$ cat src/scsirq_pkg.sv
// package: register map, field positions and reset values of the channel status/irq bank
package scsirq_pkg;
	localparam logic [7:0] TX_SLOT_SELECT_OFS   = 8'h30;
	localparam logic [7:0] RX_SLOT_SELECT_OFS   = 8'h31;
	localparam logic [7:0] TX_SLOT_CAPACITY_OFS = 8'h32;
	localparam logic [7:0] RX_SLOT_CAPACITY_OFS = 8'h33;
	localparam logic [7:0] REV_STATUS_OFS       = 8'h34;
	localparam logic [7:0] GLOBAL_SUMMARY_OFS   = 8'h38;
	localparam logic [7:0] IRQ_OUTPUT_CFG_OFS   = 8'h39;
	localparam logic [7:0] RX_EVENT_STATUS_OFS  = 8'h3a;
	localparam logic [7:0] CHAN_B_OFS           = 8'h40;
	localparam logic [7:0] CHAN_CONFIG1_OFS     = 8'h2d;
	localparam logic [7:0] CHAN_CONFIG2_OFS     = 8'h2e;
	localparam logic [7:0] CHAN_CONFIG3_OFS     = 8'h2f;
	localparam logic [7:0] MASK_REG0_OFS        = 8'h3a;
	localparam logic [7:0] EXT_STATUS_OFS       = 8'h3f;
	localparam logic [7:0] REG_RESET            = 8'h00;
	localparam logic [7:0] MASK_RESET           = 8'hff;
	localparam logic [2:0] CLOCK_MODE_SLOT      = 3'h5;
	localparam int         EV_THRESHOLD = 0;
	localparam int         EV_OVERFLOW  = 1;
	localparam int         EV_CARRIER   = 2;
	localparam int         EV_LOCK_LOST = 3;
	localparam int         EV_SYNC      = 4;
	localparam int         EV_PARITY    = 5;
	localparam int         EV_TERM      = 7;
endpackage : scsirq_pkg

$ cat src/scsirq_regs.sv
// channel A register bank: slot assignment, baud divisor, status and shared interrupt logic
// Function
// - crc polynomial chosen by select bit
// - phase shift off widens adjust windows
// - six-bit tx and rx slot numbers
// - offset from slot reg and config bit
// - slot settings used in mode five only
// - bits per slot equal count plus one
// - live carrier level, change sets status
// - lock loss flags, idles rx, halts tx when that clock comes from recovery
// - baud divide by (n plus one) times two
// - summary bits for pending status registers
// - summary clears when source read or vector clears its last bits
// - shared registers at both channel addresses
// - vector base on data bits seven..three
// - masked events recorded when visible set
// - slave cascade acknowledge on id match
// - daisy chain acknowledge, enable out low
// - output stage open drain or push-pull
// - read clears all, vector clears two
// - termination status on char with short block
// - sync found in hunt enters sync
// - threshold in interrupt mode, overflow full
// - offset shifts slot zero to seven clocks
// - mask bit blocks vector, output, summary
`timescale 1ns/1ns
`default_nettype none
module scsirq_regs
	import scsirq_pkg::*;
#(
	parameter int ADDR_W = 8
) (
	input  wire logic              pclk,
	input  wire logic              presetn,
	input  wire logic              clk_en,
	input  wire logic              psel,
	input  wire logic              penable,
	input  wire logic              pwrite,
	input  wire logic [ADDR_W-1:0] paddr,
	input  wire logic [31:0]       pwdata,
	output logic      [31:0]       prdata,
	output logic                   pready,
	output logic                   pslverr,
	input  wire logic              carrier_sense,
	input  wire logic              recovery_unlocked,
	input  wire logic              rx_clk_from_recovery,
	input  wire logic              tx_clk_from_recovery,
	input  wire logic              term_char_in,
	input  wire logic              short_block,
	input  wire logic              hunt_mode,
	input  wire logic              sync_char_in,
	input  wire logic              parity_fault_in,
	input  wire logic              queue_at_threshold,
	input  wire logic              queue_full,
	input  wire logic              char_arrived,
	input  wire logic              interrupt_mode,
	input  wire logic              chan_a_status1_in,
	input  wire logic              chan_b_status0_in,
	input  wire logic              chan_b_status1_in,
	input  wire logic              port_irq_in,
	input  wire logic              irq_ack,
	input  wire logic              enable_pin_zero,
	input  wire logic              enable_pin_one,
	output logic                   chain_enable_out,
	output logic                   irq_out,
	output logic                   irq_oe,
	output logic                   ack_vector_oe,
	output logic      [7:0]        ack_vector,
	output logic                   poly_ccitt,
	output logic                   phase_shift_off,
	output logic                   slot_mode_on,
	output logic      [5:0]        tx_slot_number,
	output logic      [5:0]        rx_slot_number,
	output logic      [2:0]        tx_offset,
	output logic      [2:0]        rx_offset,
	output logic      [8:0]        tx_slot_bits,
	output logic      [8:0]        rx_slot_bits,
	output logic      [11:0]       baud_divide,
	output logic                   rx_idle_fill,
	output logic                   tx_halt,
	output logic                   sync_state
);
	import scsirq_pkg::*;

	logic [7:0] tx_slot_select_r, rx_slot_select_r, tx_cap_r, rx_cap_r;
	logic [7:0] baud_low_r, vec_base_r, ipc_r, cfg1_r, cfg2_r, cfg3_r, mask_r;
	logic [7:0] status_r, status_nxt, rdata;
	logic       carrier_q_r, lock_lost_q_r, ack_q_r;
	logic [7:0] local_ofs;
	logic       wr, rd, mapped;
	logic [7:0] ev, visible_pend;
	logic       pend_a0, any_pend;
	logic [4:0] summary;

	// channel B mirror: shared registers decode at either base
	assign local_ofs = (paddr[7:0] >= CHAN_B_OFS) ? paddr[7:0] - CHAN_B_OFS : paddr[7:0];
	assign wr = psel & penable & pwrite & clk_en;
	assign rd = psel & penable & ~pwrite & clk_en;

	// writes to control registers
	always_ff @(posedge pclk or negedge presetn) begin
		if (!presetn) begin
			tx_slot_select_r <= REG_RESET;
			rx_slot_select_r <= REG_RESET;
			tx_cap_r         <= REG_RESET;
			rx_cap_r         <= REG_RESET;
			baud_low_r       <= REG_RESET;
			vec_base_r       <= REG_RESET;
			ipc_r            <= REG_RESET;
			cfg1_r           <= REG_RESET;
			cfg2_r           <= REG_RESET;
			cfg3_r           <= REG_RESET;
			mask_r           <= MASK_RESET;
		end else if (wr) begin
			case (local_ofs)
				TX_SLOT_SELECT_OFS:   tx_slot_select_r <= pwdata[7:0];
				RX_SLOT_SELECT_OFS:   rx_slot_select_r <= pwdata[7:0];
				TX_SLOT_CAPACITY_OFS: tx_cap_r <= pwdata[7:0];
				RX_SLOT_CAPACITY_OFS: rx_cap_r <= pwdata[7:0];
				REV_STATUS_OFS:       baud_low_r <= pwdata[7:0];
				GLOBAL_SUMMARY_OFS:   vec_base_r <= {pwdata[7:3], 3'b000};
				IRQ_OUTPUT_CFG_OFS:   ipc_r <= pwdata[7:0] & 8'h9f;
				CHAN_CONFIG1_OFS:     cfg1_r <= pwdata[7:0];
				CHAN_CONFIG2_OFS:     cfg2_r <= pwdata[7:0];
				CHAN_CONFIG3_OFS:     cfg3_r <= pwdata[7:0];
				MASK_REG0_OFS:        mask_r <= pwdata[7:0];
				default: ;
			endcase
		end
	end

	// event sources; the set terms win over the read clear
	always_comb begin
		ev = 8'h00;
		ev[EV_TERM]      = term_char_in & short_block;
		ev[EV_PARITY]    = parity_fault_in;
		ev[EV_SYNC]      = hunt_mode & sync_char_in;
		ev[EV_LOCK_LOST] = recovery_unlocked & ~lock_lost_q_r & rx_clk_from_recovery;
		ev[EV_CARRIER]   = carrier_sense ^ carrier_q_r;
		ev[EV_OVERFLOW]  = queue_full & char_arrived;
		ev[EV_THRESHOLD] = interrupt_mode & queue_at_threshold;
	end

	// masked events only recorded when visible is set
	always_comb begin
		status_nxt = status_r;
		if (rd && local_ofs == RX_EVENT_STATUS_OFS)
			status_nxt = 8'h00;
		if (ack_vector_oe)
			status_nxt = status_nxt & ~(8'h01 << EV_TERM) & ~(8'h01 << EV_THRESHOLD);
		status_nxt = status_nxt | (ev & (~mask_r | {8{ipc_r[7]}}));
	end

	always_ff @(posedge pclk or negedge presetn) begin
		if (!presetn) begin
			status_r      <= REG_RESET;
			carrier_q_r   <= 1'b0;
			lock_lost_q_r <= 1'b0;
		end else if (clk_en) begin
			status_r      <= status_nxt;
			carrier_q_r   <= carrier_sense;
			lock_lost_q_r <= recovery_unlocked;
		end
	end

	// pending only through unmasked bits; read of status clears its summary bit
	assign visible_pend = status_r & ~mask_r;
	assign pend_a0 = |visible_pend;
	assign summary = {port_irq_in, chan_a_status1_in, pend_a0, chan_b_status1_in, chan_b_status0_in};
	assign any_pend = |summary;

	// read mux
	always_comb begin
		rdata  = 8'h00;
		mapped = 1'b1;
		case (local_ofs)
			REV_STATUS_OFS:      rdata = {carrier_sense, recovery_unlocked, 2'b00, 4'h0};
			GLOBAL_SUMMARY_OFS:  rdata = {summary[4], 3'b000, summary[3:0]};
			IRQ_OUTPUT_CFG_OFS:  rdata = ipc_r;
			RX_EVENT_STATUS_OFS: rdata = status_r;
			CHAN_CONFIG1_OFS:    rdata = cfg1_r;
			CHAN_CONFIG2_OFS:    rdata = cfg2_r;
			CHAN_CONFIG3_OFS:    rdata = cfg3_r;
			EXT_STATUS_OFS:      rdata = {7'h00, sync_state};
			TX_SLOT_SELECT_OFS, RX_SLOT_SELECT_OFS, TX_SLOT_CAPACITY_OFS, RX_SLOT_CAPACITY_OFS: rdata = 8'h00;
			default:             mapped = 1'b0;
		endcase
	end

	// apb answer: zero wait, registered one cycle in setup
	always_ff @(posedge pclk or negedge presetn) begin
		if (!presetn) begin
			prdata  <= 32'h0000_0000;
			pready  <= 1'b0;
			pslverr <= 1'b0;
		end else if (clk_en) begin
			pready  <= psel & ~penable;
			pslverr <= psel & ~penable & ~mapped;
			prdata  <= (psel & ~penable & ~pwrite) ? {24'h00_0000, rdata} : 32'h0000_0000;
		end
	end

	// interrupt stage, cascade and vector output
	always_ff @(posedge pclk or negedge presetn) begin
		if (!presetn) begin
			irq_out          <= 1'b0;
			irq_oe           <= 1'b0;
			chain_enable_out <= 1'b1;
			ack_vector_oe    <= 1'b0;
			ack_vector       <= 8'h00;
			ack_q_r          <= 1'b0;
		end else if (clk_en) begin
			ack_q_r <= irq_ack;
			case (ipc_r[1:0])
				2'b01:   begin irq_out <= ~any_pend; irq_oe <= 1'b1; end
				2'b11:   begin irq_out <= any_pend;  irq_oe <= 1'b1; end
				default: begin irq_out <= 1'b0;      irq_oe <= any_pend; end
			endcase
			chain_enable_out <= ipc_r[2] ? ~any_pend & enable_pin_one : 1'b1;
			if (irq_ack && !ack_q_r && any_pend &&
			    (ipc_r[2] ? enable_pin_one : {enable_pin_one, enable_pin_zero} == ipc_r[4:3])) begin
				ack_vector_oe <= 1'b1;
				ack_vector    <= {vec_base_r[7:3], 3'b000};
			end else if (!irq_ack) begin
				ack_vector_oe <= 1'b0;
			end
		end
	end

	// datapath control outputs
	always_ff @(posedge pclk or negedge presetn) begin
		if (!presetn) begin
			poly_ccitt      <= 1'b0;
			phase_shift_off <= 1'b0;
			slot_mode_on    <= 1'b0;
			tx_slot_number  <= 6'h00;
			rx_slot_number  <= 6'h00;
			tx_offset       <= 3'h0;
			rx_offset       <= 3'h0;
			tx_slot_bits    <= 9'h001;
			rx_slot_bits    <= 9'h001;
			baud_divide     <= 12'h002;
			rx_idle_fill    <= 1'b0;
			tx_halt         <= 1'b0;
			sync_state      <= 1'b0;
		end else if (clk_en) begin
			poly_ccitt      <= cfg3_r[1];
			// coding type is not held here; the receive path applies it only for nrz/nrzi
			phase_shift_off <= cfg3_r[0];
			slot_mode_on    <= cfg1_r[2:0] == CLOCK_MODE_SLOT;
			if (cfg1_r[2:0] == CLOCK_MODE_SLOT) begin
				tx_slot_number <= tx_slot_select_r[7:2];
				rx_slot_number <= rx_slot_select_r[7:2];
				tx_offset      <= {tx_slot_select_r[1:0], cfg2_r[5]};
				rx_offset      <= {rx_slot_select_r[1:0], cfg2_r[4]};
				tx_slot_bits   <= {1'b0, tx_cap_r} + 9'h001;
				rx_slot_bits   <= {1'b0, rx_cap_r} + 9'h001;
			end
			// twelve bits: the largest divisor, 2048, does not fit in eleven
			baud_divide  <= {1'b0, cfg2_r[7:6], baud_low_r, 1'b0} + 12'h002;
			rx_idle_fill <= recovery_unlocked & rx_clk_from_recovery;
			tx_halt      <= recovery_unlocked & tx_clk_from_recovery;
			if (ev[EV_SYNC])
				sync_state <= 1'b1;
		end
	end

	property p_vector_base;
		@(posedge pclk) disable iff (!presetn)
		$rose(ack_vector_oe) |-> ack_vector[7:3] == $past(vec_base_r[7:3]) && ack_vector[2:0] == 3'b000;
	endproperty
	a_vector_base: assert property (p_vector_base) else $error("vector base not on bits 7..3");

	property p_summary_hold;
		@(posedge pclk) disable iff (!presetn)
		clk_en && rd && local_ofs == GLOBAL_SUMMARY_OFS && pend_a0 && !ack_vector_oe |=> pend_a0;
	endproperty
	a_summary_hold: assert property (p_summary_hold) else $error("summary cleared by its own read");

	property p_read_clear;
		@(posedge pclk) disable iff (!presetn)
		clk_en && rd && local_ofs == RX_EVENT_STATUS_OFS && ev == 8'h00 |=> status_r == 8'h00;
	endproperty
	a_read_clear: assert property (p_read_clear) else $error("status not cleared by read");

	property p_carrier_change;
		@(posedge pclk) disable iff (!presetn)
		clk_en && carrier_sense != carrier_q_r && (!mask_r[EV_CARRIER] || ipc_r[7]) |=> status_r[EV_CARRIER];
	endproperty
	a_carrier_change: assert property (p_carrier_change) else $error("carrier change not recorded");

	property p_masked_silent;
		@(posedge pclk) disable iff (!presetn)
		(status_r & ~mask_r) == 8'h00 && summary[3:0] == 4'h0 && !summary[4] && clk_en |=>
			(ipc_r[1:0] == 2'b11 ? !irq_out : 1'b1);
	endproperty
	a_masked_silent: assert property (p_masked_silent) else $error("masked status drove interrupt");

	property p_irq_active;
		@(posedge pclk) disable iff (!presetn)
		clk_en && any_pend && ipc_r[1:0] == 2'b11 |=> irq_out && irq_oe;
	endproperty
	a_irq_active: assert property (p_irq_active) else $error("interrupt not raised");

	property p_chain_low;
		@(posedge pclk) disable iff (!presetn)
		clk_en && ipc_r[2] && any_pend |=> !chain_enable_out;
	endproperty
	a_chain_low: assert property (p_chain_low) else $error("chain enable out not low");

	property p_baud;
		@(posedge pclk) disable iff (!presetn)
		clk_en ##1 1'b1 |-> baud_divide == ({1'b0, $past(cfg2_r[7:6]), $past(baud_low_r), 1'b0} + 12'h002);
	endproperty
	a_baud: assert property (p_baud) else $error("baud divide wrong");

	property p_threshold_mode;
		@(posedge pclk) disable iff (!presetn)
		!interrupt_mode |-> !ev[EV_THRESHOLD];
	endproperty
	a_threshold_mode: assert property (p_threshold_mode) else $error("threshold outside interrupt mode");

	property p_poly;
		@(posedge pclk) disable iff (!presetn)
		clk_en |=> poly_ccitt == $past(cfg3_r[1]);
	endproperty
	a_poly: assert property (p_poly) else $error("polynomial select not followed");

	property p_phase_off;
		@(posedge pclk) disable iff (!presetn)
		clk_en |=> phase_shift_off == $past(cfg3_r[0]);
	endproperty
	a_phase_off: assert property (p_phase_off) else $error("phase shift disable not followed");

	// slot settings must not leak into the datapath outside mode five
	property p_slot_ignored;
		@(posedge pclk) disable iff (!presetn)
		clk_en && cfg1_r[2:0] != CLOCK_MODE_SLOT |=> $stable(tx_slot_number) && $stable(rx_slot_bits);
	endproperty
	a_slot_ignored: assert property (p_slot_ignored) else $error("slot settings applied outside mode five");

	property p_slot_bits;
		@(posedge pclk) disable iff (!presetn)
		clk_en && cfg1_r[2:0] == CLOCK_MODE_SLOT |=> tx_slot_bits == {1'b0, $past(tx_cap_r)} + 9'h001;
	endproperty
	a_slot_bits: assert property (p_slot_bits) else $error("slot bit count not count plus one");

	property p_ack_refused;
		@(posedge pclk) disable iff (!presetn)
		clk_en && !any_pend && !ack_vector_oe |=> !ack_vector_oe;
	endproperty
	a_ack_refused: assert property (p_ack_refused) else $error("vector driven with nothing pending");

	property p_idle_fill;
		@(posedge pclk) disable iff (!presetn)
		clk_en |=> rx_idle_fill == ($past(recovery_unlocked) && $past(rx_clk_from_recovery));
	endproperty
	a_idle_fill: assert property (p_idle_fill) else $error("idle fill not following lock loss");

	property p_sync_found;
		@(posedge pclk) disable iff (!presetn)
		clk_en && hunt_mode && sync_char_in |=> sync_state;
	endproperty
	a_sync_found: assert property (p_sync_found) else $error("sync state not entered");

	property p_overflow;
		@(posedge pclk) disable iff (!presetn)
		clk_en && queue_full && char_arrived && (!mask_r[EV_OVERFLOW] || ipc_r[7]) |=> status_r[EV_OVERFLOW];
	endproperty
	a_overflow: assert property (p_overflow) else $error("overflow not recorded");
endmodule : scsirq_regs
`default_nettype wire

$ cat config.mk
export PLATFORM = sky130hd
export DESIGN_NAME = scsirq_regs
export DESIGN_NICKNAME = d
export VERILOG_FILES = /design/src/scsirq_pkg.sv /design/src/scsirq_regs.sv
export SDC_FILE = /design/constraint.sdc
export NUM_CORES = 1
export LEC_CHECK = 0
export BUFFER_PORTS_ARGS = -buffer_cell sky130_fd_sc_hd__buf_2
export CORE_MARGIN = 1
export CORE_UTILIZATION = 40
export DETAILED_ROUTE_END_ITERATION = 8
export PLACE_DENSITY = 0.63
export SYNTH_ARGS = -nofsm -noshare
export SYNTH_HDL_FRONTEND = slang
export SYNTH_SLANG_ARGS = --single-unit
$ cat constraint.sdc
create_clock -name pclk -period 2.35 [get_ports pclk]
set_input_delay 0.5875 -clock pclk [delete_from_list [all_inputs] [get_ports pclk]]
set_output_delay 0.5875 -clock pclk [all_outputs]
set_load 0.01 [all_outputs]
# ---- Word level (Yosys, flattened, before mapping)
# Cells that the tools add are included.
dict set report word_totals {
  word_cells 122
  output_inout_bits 100
  regBits 191
  input_bits 66
}
dict set report classes {
  add_sub_neg 4
  bitwise 28
  n_eq_ne 17
  reduce_logical 24
  order_cmp 1
  mux 12
}
# cell n
set ops {}
lappend ops {{$eq A8 B6 Y1 const B} 12}
lappend ops {{$pmux W8 S8} 1}
lappend ops {{$mux W8} 4}
lappend ops {{$reduce_and A2 Y1} 15}
lappend ops {{$reduce_or A12 Y1} 2}
lappend ops {{$add A8 B1 Y9 const B} 2}
lappend ops {{$and A1 B1 Y1} 17}
lappend ops {{$and A8 B8 Y8} 2}
lappend ops {{$or A8 B8 Y8} 2}
lappend ops {{$add A11 B2 Y12 const B} 1}
lappend ops {{$ge A8 B7 Y1 const B} 1}
lappend ops {{$not A8 Y8} 1}
lappend ops {{$reduce_or A8 Y1} 1}
lappend ops {{$sub A8 B7 Y8 const B} 1}
lappend ops {{$mux W1} 6}
lappend ops {{$not A1 Y1} 5}
lappend ops {{$logic_and A1 B1 Y1} 4}
lappend ops {{$eq A3 B3 Y1 const B} 1}
lappend ops {{$eq A2 B1 Y1 const B} 1}
lappend ops {{$eq A2 B2 Y1} 1}
lappend ops {{$eq A2 B2 Y1 const B} 1}
lappend ops {{$ne A2 B1 Y1 const B} 1}
lappend ops {{$pmux W1 S2} 1}
lappend ops {{$reduce_or A2 Y1} 1}
lappend ops {{2 further kinds} 2}

# ---- Logic depth before layout (Yosys ltp)
dict set report logic_depth {
  ltp_word 7
  mapped_depth 7
  mapped_depth_nobuf 5
}

# ---- Worst setup path before layout
# Ideal clock, no wire load.
dict set report synth_timing {
  kind {in2reg}
  startpoint {input clk_en}
  endpoint {register rx_slot_select_r[6]}
  arrival_ps 1807
  path_buffers 2
  cell_stages 7
  setup_slack_ps 418
  setup_ps 125
  t_required_ps 2225
  cell_sequence {and4_1 > buf_2 > nand2_2 > nor2_1 > and2_1 > buf_2 > mux2_2}
}
dict set report synth_between {
  elab_chain_cells 2
}
# element line_no
set synth_lines {}
lappend synth_lines {{from (decl)} scsirq_regs.sv:35} ;# input wire logic clk_en,
lappend synth_lines {{$and A1 B1 Y1} scsirq_regs.sv:97} ;# assign wr = psel & penable & pwrite & clk_en;
lappend synth_lines {{$reduce_and A2 Y1 (no source line)} --}
lappend synth_lines {{to (signal assigned)} scsirq_regs.sv:117} ;# RX_SLOT_SELECT_OFS: rx_slot_select_r <= pwdata[7:0];
lappend synth_lines {{to (decl)} scsirq_regs.sv:85} ;# logic [7:0] tx_slot_select_r, rx_slot_select_r, tx_cap_r, rx_cap_r;
# No other way between the ends.
# A chain may end at the register's enable or synchronous reset.

# ---- Worst setup path in the final report
dict set report layout_timing {
  startpoint {register mask_r[1]}
  endpoint {register ack_vector[5]}
}
dict set report layout_between {
  elab_chain_cells 6
}
# element line_no
set layout_lines {}
lappend layout_lines {{from (decl)} scsirq_regs.sv:86} ;# logic [7:0] baud_low_r, vec_base_r, ipc_r, cfg1_r, cfg2_r, cfg3_r, mask_r;
lappend layout_lines {{from (signal assigned)} scsirq_regs.sv:126} ;# MASK_REG0_OFS: mask_r <= pwdata[7:0];
lappend layout_lines {{$not A8 Y8} scsirq_regs.sv:167} ;# assign visible_pend = status_r & ~mask_r;
lappend layout_lines {{$and A8 B8 Y8} scsirq_regs.sv:167}
lappend layout_lines {{$reduce_or A12 Y1} scsirq_regs.sv:170} ;# assign any_pend = |summary;
lappend layout_lines {{$logic_and A1 B1 Y1 (2 in series)} scsirq_regs.sv:220} ;# if (irq_ack && !ack_q_r && any_pend &&
lappend layout_lines {{$reduce_and A2 Y1 (no source line)} --}
lappend layout_lines {{to (signal assigned)} scsirq_regs.sv:223} ;# ack_vector <= {vec_base_r[7:3], 3'b000};
lappend layout_lines {{to (decl)} scsirq_regs.sv:68} ;# output logic [7:0] ack_vector,
# No other way between the ends.

==> flow_metrics.env <==
export IMPL_outcome="finished, violations left"
export IMPL_failed_checks="design-rule violations"
export IMPL_finClkSkew_ps=8.89
export IMPL_arrival_ps=2350
export IMPL_rrSetupSlack_ps=310
export IMPL_fin_tns_setup_ps=0
export IMPL_crit_type="reg2reg"
export IMPL_pwr_share_seq_pct=49.5
export IMPL_cts_resized=0
export IMPL_p_switching_w=0.00146
export IMPL_dr_pass1_iters=9
export IMPL_clockPowerShare_pct=44.0
export IMPL_port_buffers=112
export IMPL_crit_slowest_cell="dfstp_2"
export IMPL_grt_antenna_before_repair=0
export IMPL_synthesis_area_sq_um=7460
export IMPL_clk_pin_slew_ps=70
export IMPL_fin_area_sq_um=8840
export IMPL_die_h_um=139
export IMPL_design_core_area_sq_um=18100
export IMPL_cts_sinks=164
export IMPL_cts_max_path_buffers=2
export IMPL_globalRouteTotalUtil_pct=19.2
export IMPL_die_area_sq_um=19200
export IMPL_grt_pass1_wl_um=28400
export IMPL_drive_gt1_share_pct=40.2
export IMPL_grt_ovfl_total=0
export IMPL_rsz0062_at_grt="false"
export IMPL_yosysSeqAreaShare_pct=55.2
export IMPL_start_kind="flop"
export IMPL_synth_edf_count=0
export IMPL_r2r_start="mask_r[1]"
export IMPL_fp_dieW_um=139
export IMPL_pre_cts_slack_ps=102
export IMPL_fin_nets=802
export IMPL_rows=49
export IMPL_globalplace_congestion=0.869
export IMPL_hold_buffers=0
export IMPL_wire_per_inst_um=17.8
export IMPL_filler_cell_count=1612
export IMPL_syn_instance_count=612
export IMPL_worstSetupStartpoint="mask_r[1]"
export IMPL_grt_max_degree=54
export IMPL_drt_total_wl_um=17300
export IMPL_synth_distinct_cells=60
export IMPL_cp_end_kind="flop"
export IMPL_max_freq_mhz=489
export IMPL_final_common_cell="dfrtp_1"
export IMPL_ys_ff_latch=164
export IMPL_vias_per_cell=5.19
export IMPL_numCtsBuffers=17
export IMPL_p_total_w=0.00596
export IMPL_vias=5062
export IMPL_cp_endpoint="ack_vector[5]"
export IMPL_min_period_over_period_pct=87.0
export IMPL_slew_viol_final=0
export IMPL_start_util_pct=41.1
export IMPL_drt_initial_drc_count=342
export IMPL_p_int_w=0.00450
export IMPL_antenna_left=0
export IMPL_avgSynthCellArea_sq_um=12.2
export IMPL_setup_ws_ps=306
export IMPL_synth_flop_cell="dfrtp_1"
export IMPL_critPathRequiredTime_ps=2660
export IMPL_slowest_delay_ps=520
export IMPL_worstHoldPathType="in2async"
export IMPL_leakagePower_nw=4.41
export IMPL_htreeDepth=4
export IMPL_synthToLayoutAreaGrowth_pct=18.5
export IMPL_ir_drop_mv=0.421
export IMPL_power_density_nw_per_um2=674
export IMPL_io_pins=166
export IMPL_synth_warnings=0
export IMPL_path_cells="inv_1 -> a222oi_1 -> nand3_1 -> and3_1 -> mux2_4"
export IMPL_clockRootBuffer="clkbuf_16"
export IMPL_r2r_end="ack_vector[5]"
export IMPL_final_cell_mix="dfrtp_1, buf_2, mux2_2, nand2_1, o21ai_0"
export IMPL_maxCapViolations=0
export IMPL_cts_tree="done"
export IMPL_finalHoldViolations=0
export IMPL_swShare_pct=24.5
export IMPL_grt_pass1_vias=5241
export IMPL_setup_violations=0
export IMPL_synthArstFlopShare_pct=100
export IMPL_final_min_clock_period_ps=2040
export IMPL_comb_power_share_pct=6.5
export IMPL_clk_latency_ps=430
export IMPL_hpwl_um=12300
export IMPL_place_area_sq_um=8280
export IMPL_postCtsSetupRepairBufs=0
export IMPL_drc=32
export IMPL_ff2ff_path_depth=5
export IMPL_critPathMaxFanout=6
==> metal layers <==
| metal | global-route usage, % | vias to the layer above | wire length (um) |
|---|---|---|---|
| met2 | 31.2 | 150 | 8580 |
| li1 | - | 2334 | - |
| met3 | 5.18 | 21 | 1030 |
| met5 | 0 | - | 0 |
| met4 | 6.92 | 0 | 297 |
| met1 | 24.6 | 2557 | 7420 |
==> final cells by class <==
class / count / area (sq um) / area share [%]
antenna: 1 / 2.50 / 0.0283
clock inverter: 14 / 130 / 1.47
sequential: 164 / 4120 / 46.6
multi-input combinational: 399 / 3020 / 34.1
inverter: 16 / 60.1 / 0.679
timing repair buffer: 135 / 802 / 9.07
clock buffer: 18 / 429 / 4.85
tap: 229 / 287 / 3.24
==> power by group through the flow <==
stage	sequential, W	combinational, W	clock, W
after floorplan	0.00299	0.000220	0
after global placement	0.00299	0.000379	0
after detailed placement	0.00300	0.000389	0
after CTS	0.00295	0.000391	0.00269
after global routing	0.00296	0.000427	0.00282
final	0.00295	0.000386	0.00262
==> synthesized netlist by cell type (2+ instances only) <==
library cell | instances | area share [%]
ha_1 | 3 | 0.50
mux2_2 | 104 | 16
buf_4 | 32 | 3.2
mux2_4 | 5 | 1.0
mux2i_1 | 11 | 1.5
a31o_2 | 3 | 0.35
buf_2 | 13 | 0.87
xnor2_1 | 14 | 1.6
clkbuf_1 | 13 | 0.65
o32ai_1 | 2 | 0.23
a22o_1 | 3 | 0.35
inv_1 | 15 | 0.75
dfstp_2 | 11 | 3.9
nor2_1 | 25 | 1.3
a21oi_1 | 17 | 1.1
nand2_1 | 44 | 2.2
nor3b_1 | 4 | 0.40
a22oi_1 | 3 | 0.30
a32o_1 | 4 | 0.54
a21boi_0 | 2 | 0.20
nand4_1 | 3 | 0.25
nor2_4 | 2 | 0.30
and3_1 | 9 | 0.75
nand3_1 | 21 | 1.4
a21o_1 | 2 | 0.20
nand2b_1 | 2 | 0.17
nor2b_1 | 5 | 0.42
nand2_2 | 2 | 0.17
o21ai_0 | 38 | 2.5
dfrtp_1 | 153 | 51
o2bb2ai_1 | 8 | 0.94
nor3_1 | 2 | 0.13
xor2_1 | 9 | 1.1
a32oi_1 | 2 | 0.23
==> how the worst min path moves through the flow <==
stage	start	slack, ps	endpoint
after floorplan	presetn	290	ack_q_r
after global placement	rx_slot_bits[3]	470	rx_slot_bits[3]
after detailed placement	rx_slot_bits[5]	470	rx_slot_bits[5]
after CTS	presetn	100	tx_slot_select_r[6]
after global routing	presetn	110	tx_slot_select_r[6]
final	presetn	90	tx_slot_select_r[6]
==> critical path: cells and delay by family, from the launching register on <==
family / cells / cell delay [ps]
AOI/OAI and AO/OA: 1 / 410
buffers and inverters: 1 / 50
DFF: 1 / 520
muxes: 1 / 340
and+or+nand+nor: 2 / 620
==> kinds of logic (layout without fill, tap and decap cells) <==
logic type	count (synthesis)	after routing	share of synthesized area, %
AOI/OAI and AO/OA	92	92	8.15
buffers and inverters	76	183	5.75
xor gates and xnor gates	23	23	2.70
other	1	29	0.0503
muxes	120	120	18.2
DFF	164	164	55.2
and+or+nand+nor	132	132	9.34
adders and majority gates	4	4	0.637
==> state kept, by name, indices dropped and copies added, names as in the netlist, 3 cells and up <==
signal	count
tx_slot_number	6
tx_slot_select_r	8
rx_slot_select_r	8
vec_base_r	5
cfg1_r	8
ipc_r	6
cfg3_r	8
baud_low_r	8
rx_cap_r	8
tx_cap_r	8
ack_vector	5
tx_slot_bits	9
baud_divide	11
status_r	7
tx_offset	3
mask_r	7
prdata	8
rx_slot_number	6
rx_offset	3
cfg2_r	8
rx_slot_bits	9
==> per-stage QoR <==
stage	instances	utilization (%)	hold slack (ps)
detailed placement	943	45.6	469
CTS	975	48.7	102
global route	975	48.7	111
global placement	943	45.6	465
floorplan	639	-	292
finish	976	48.7	90.7
(Power assumes the default switching activity.)
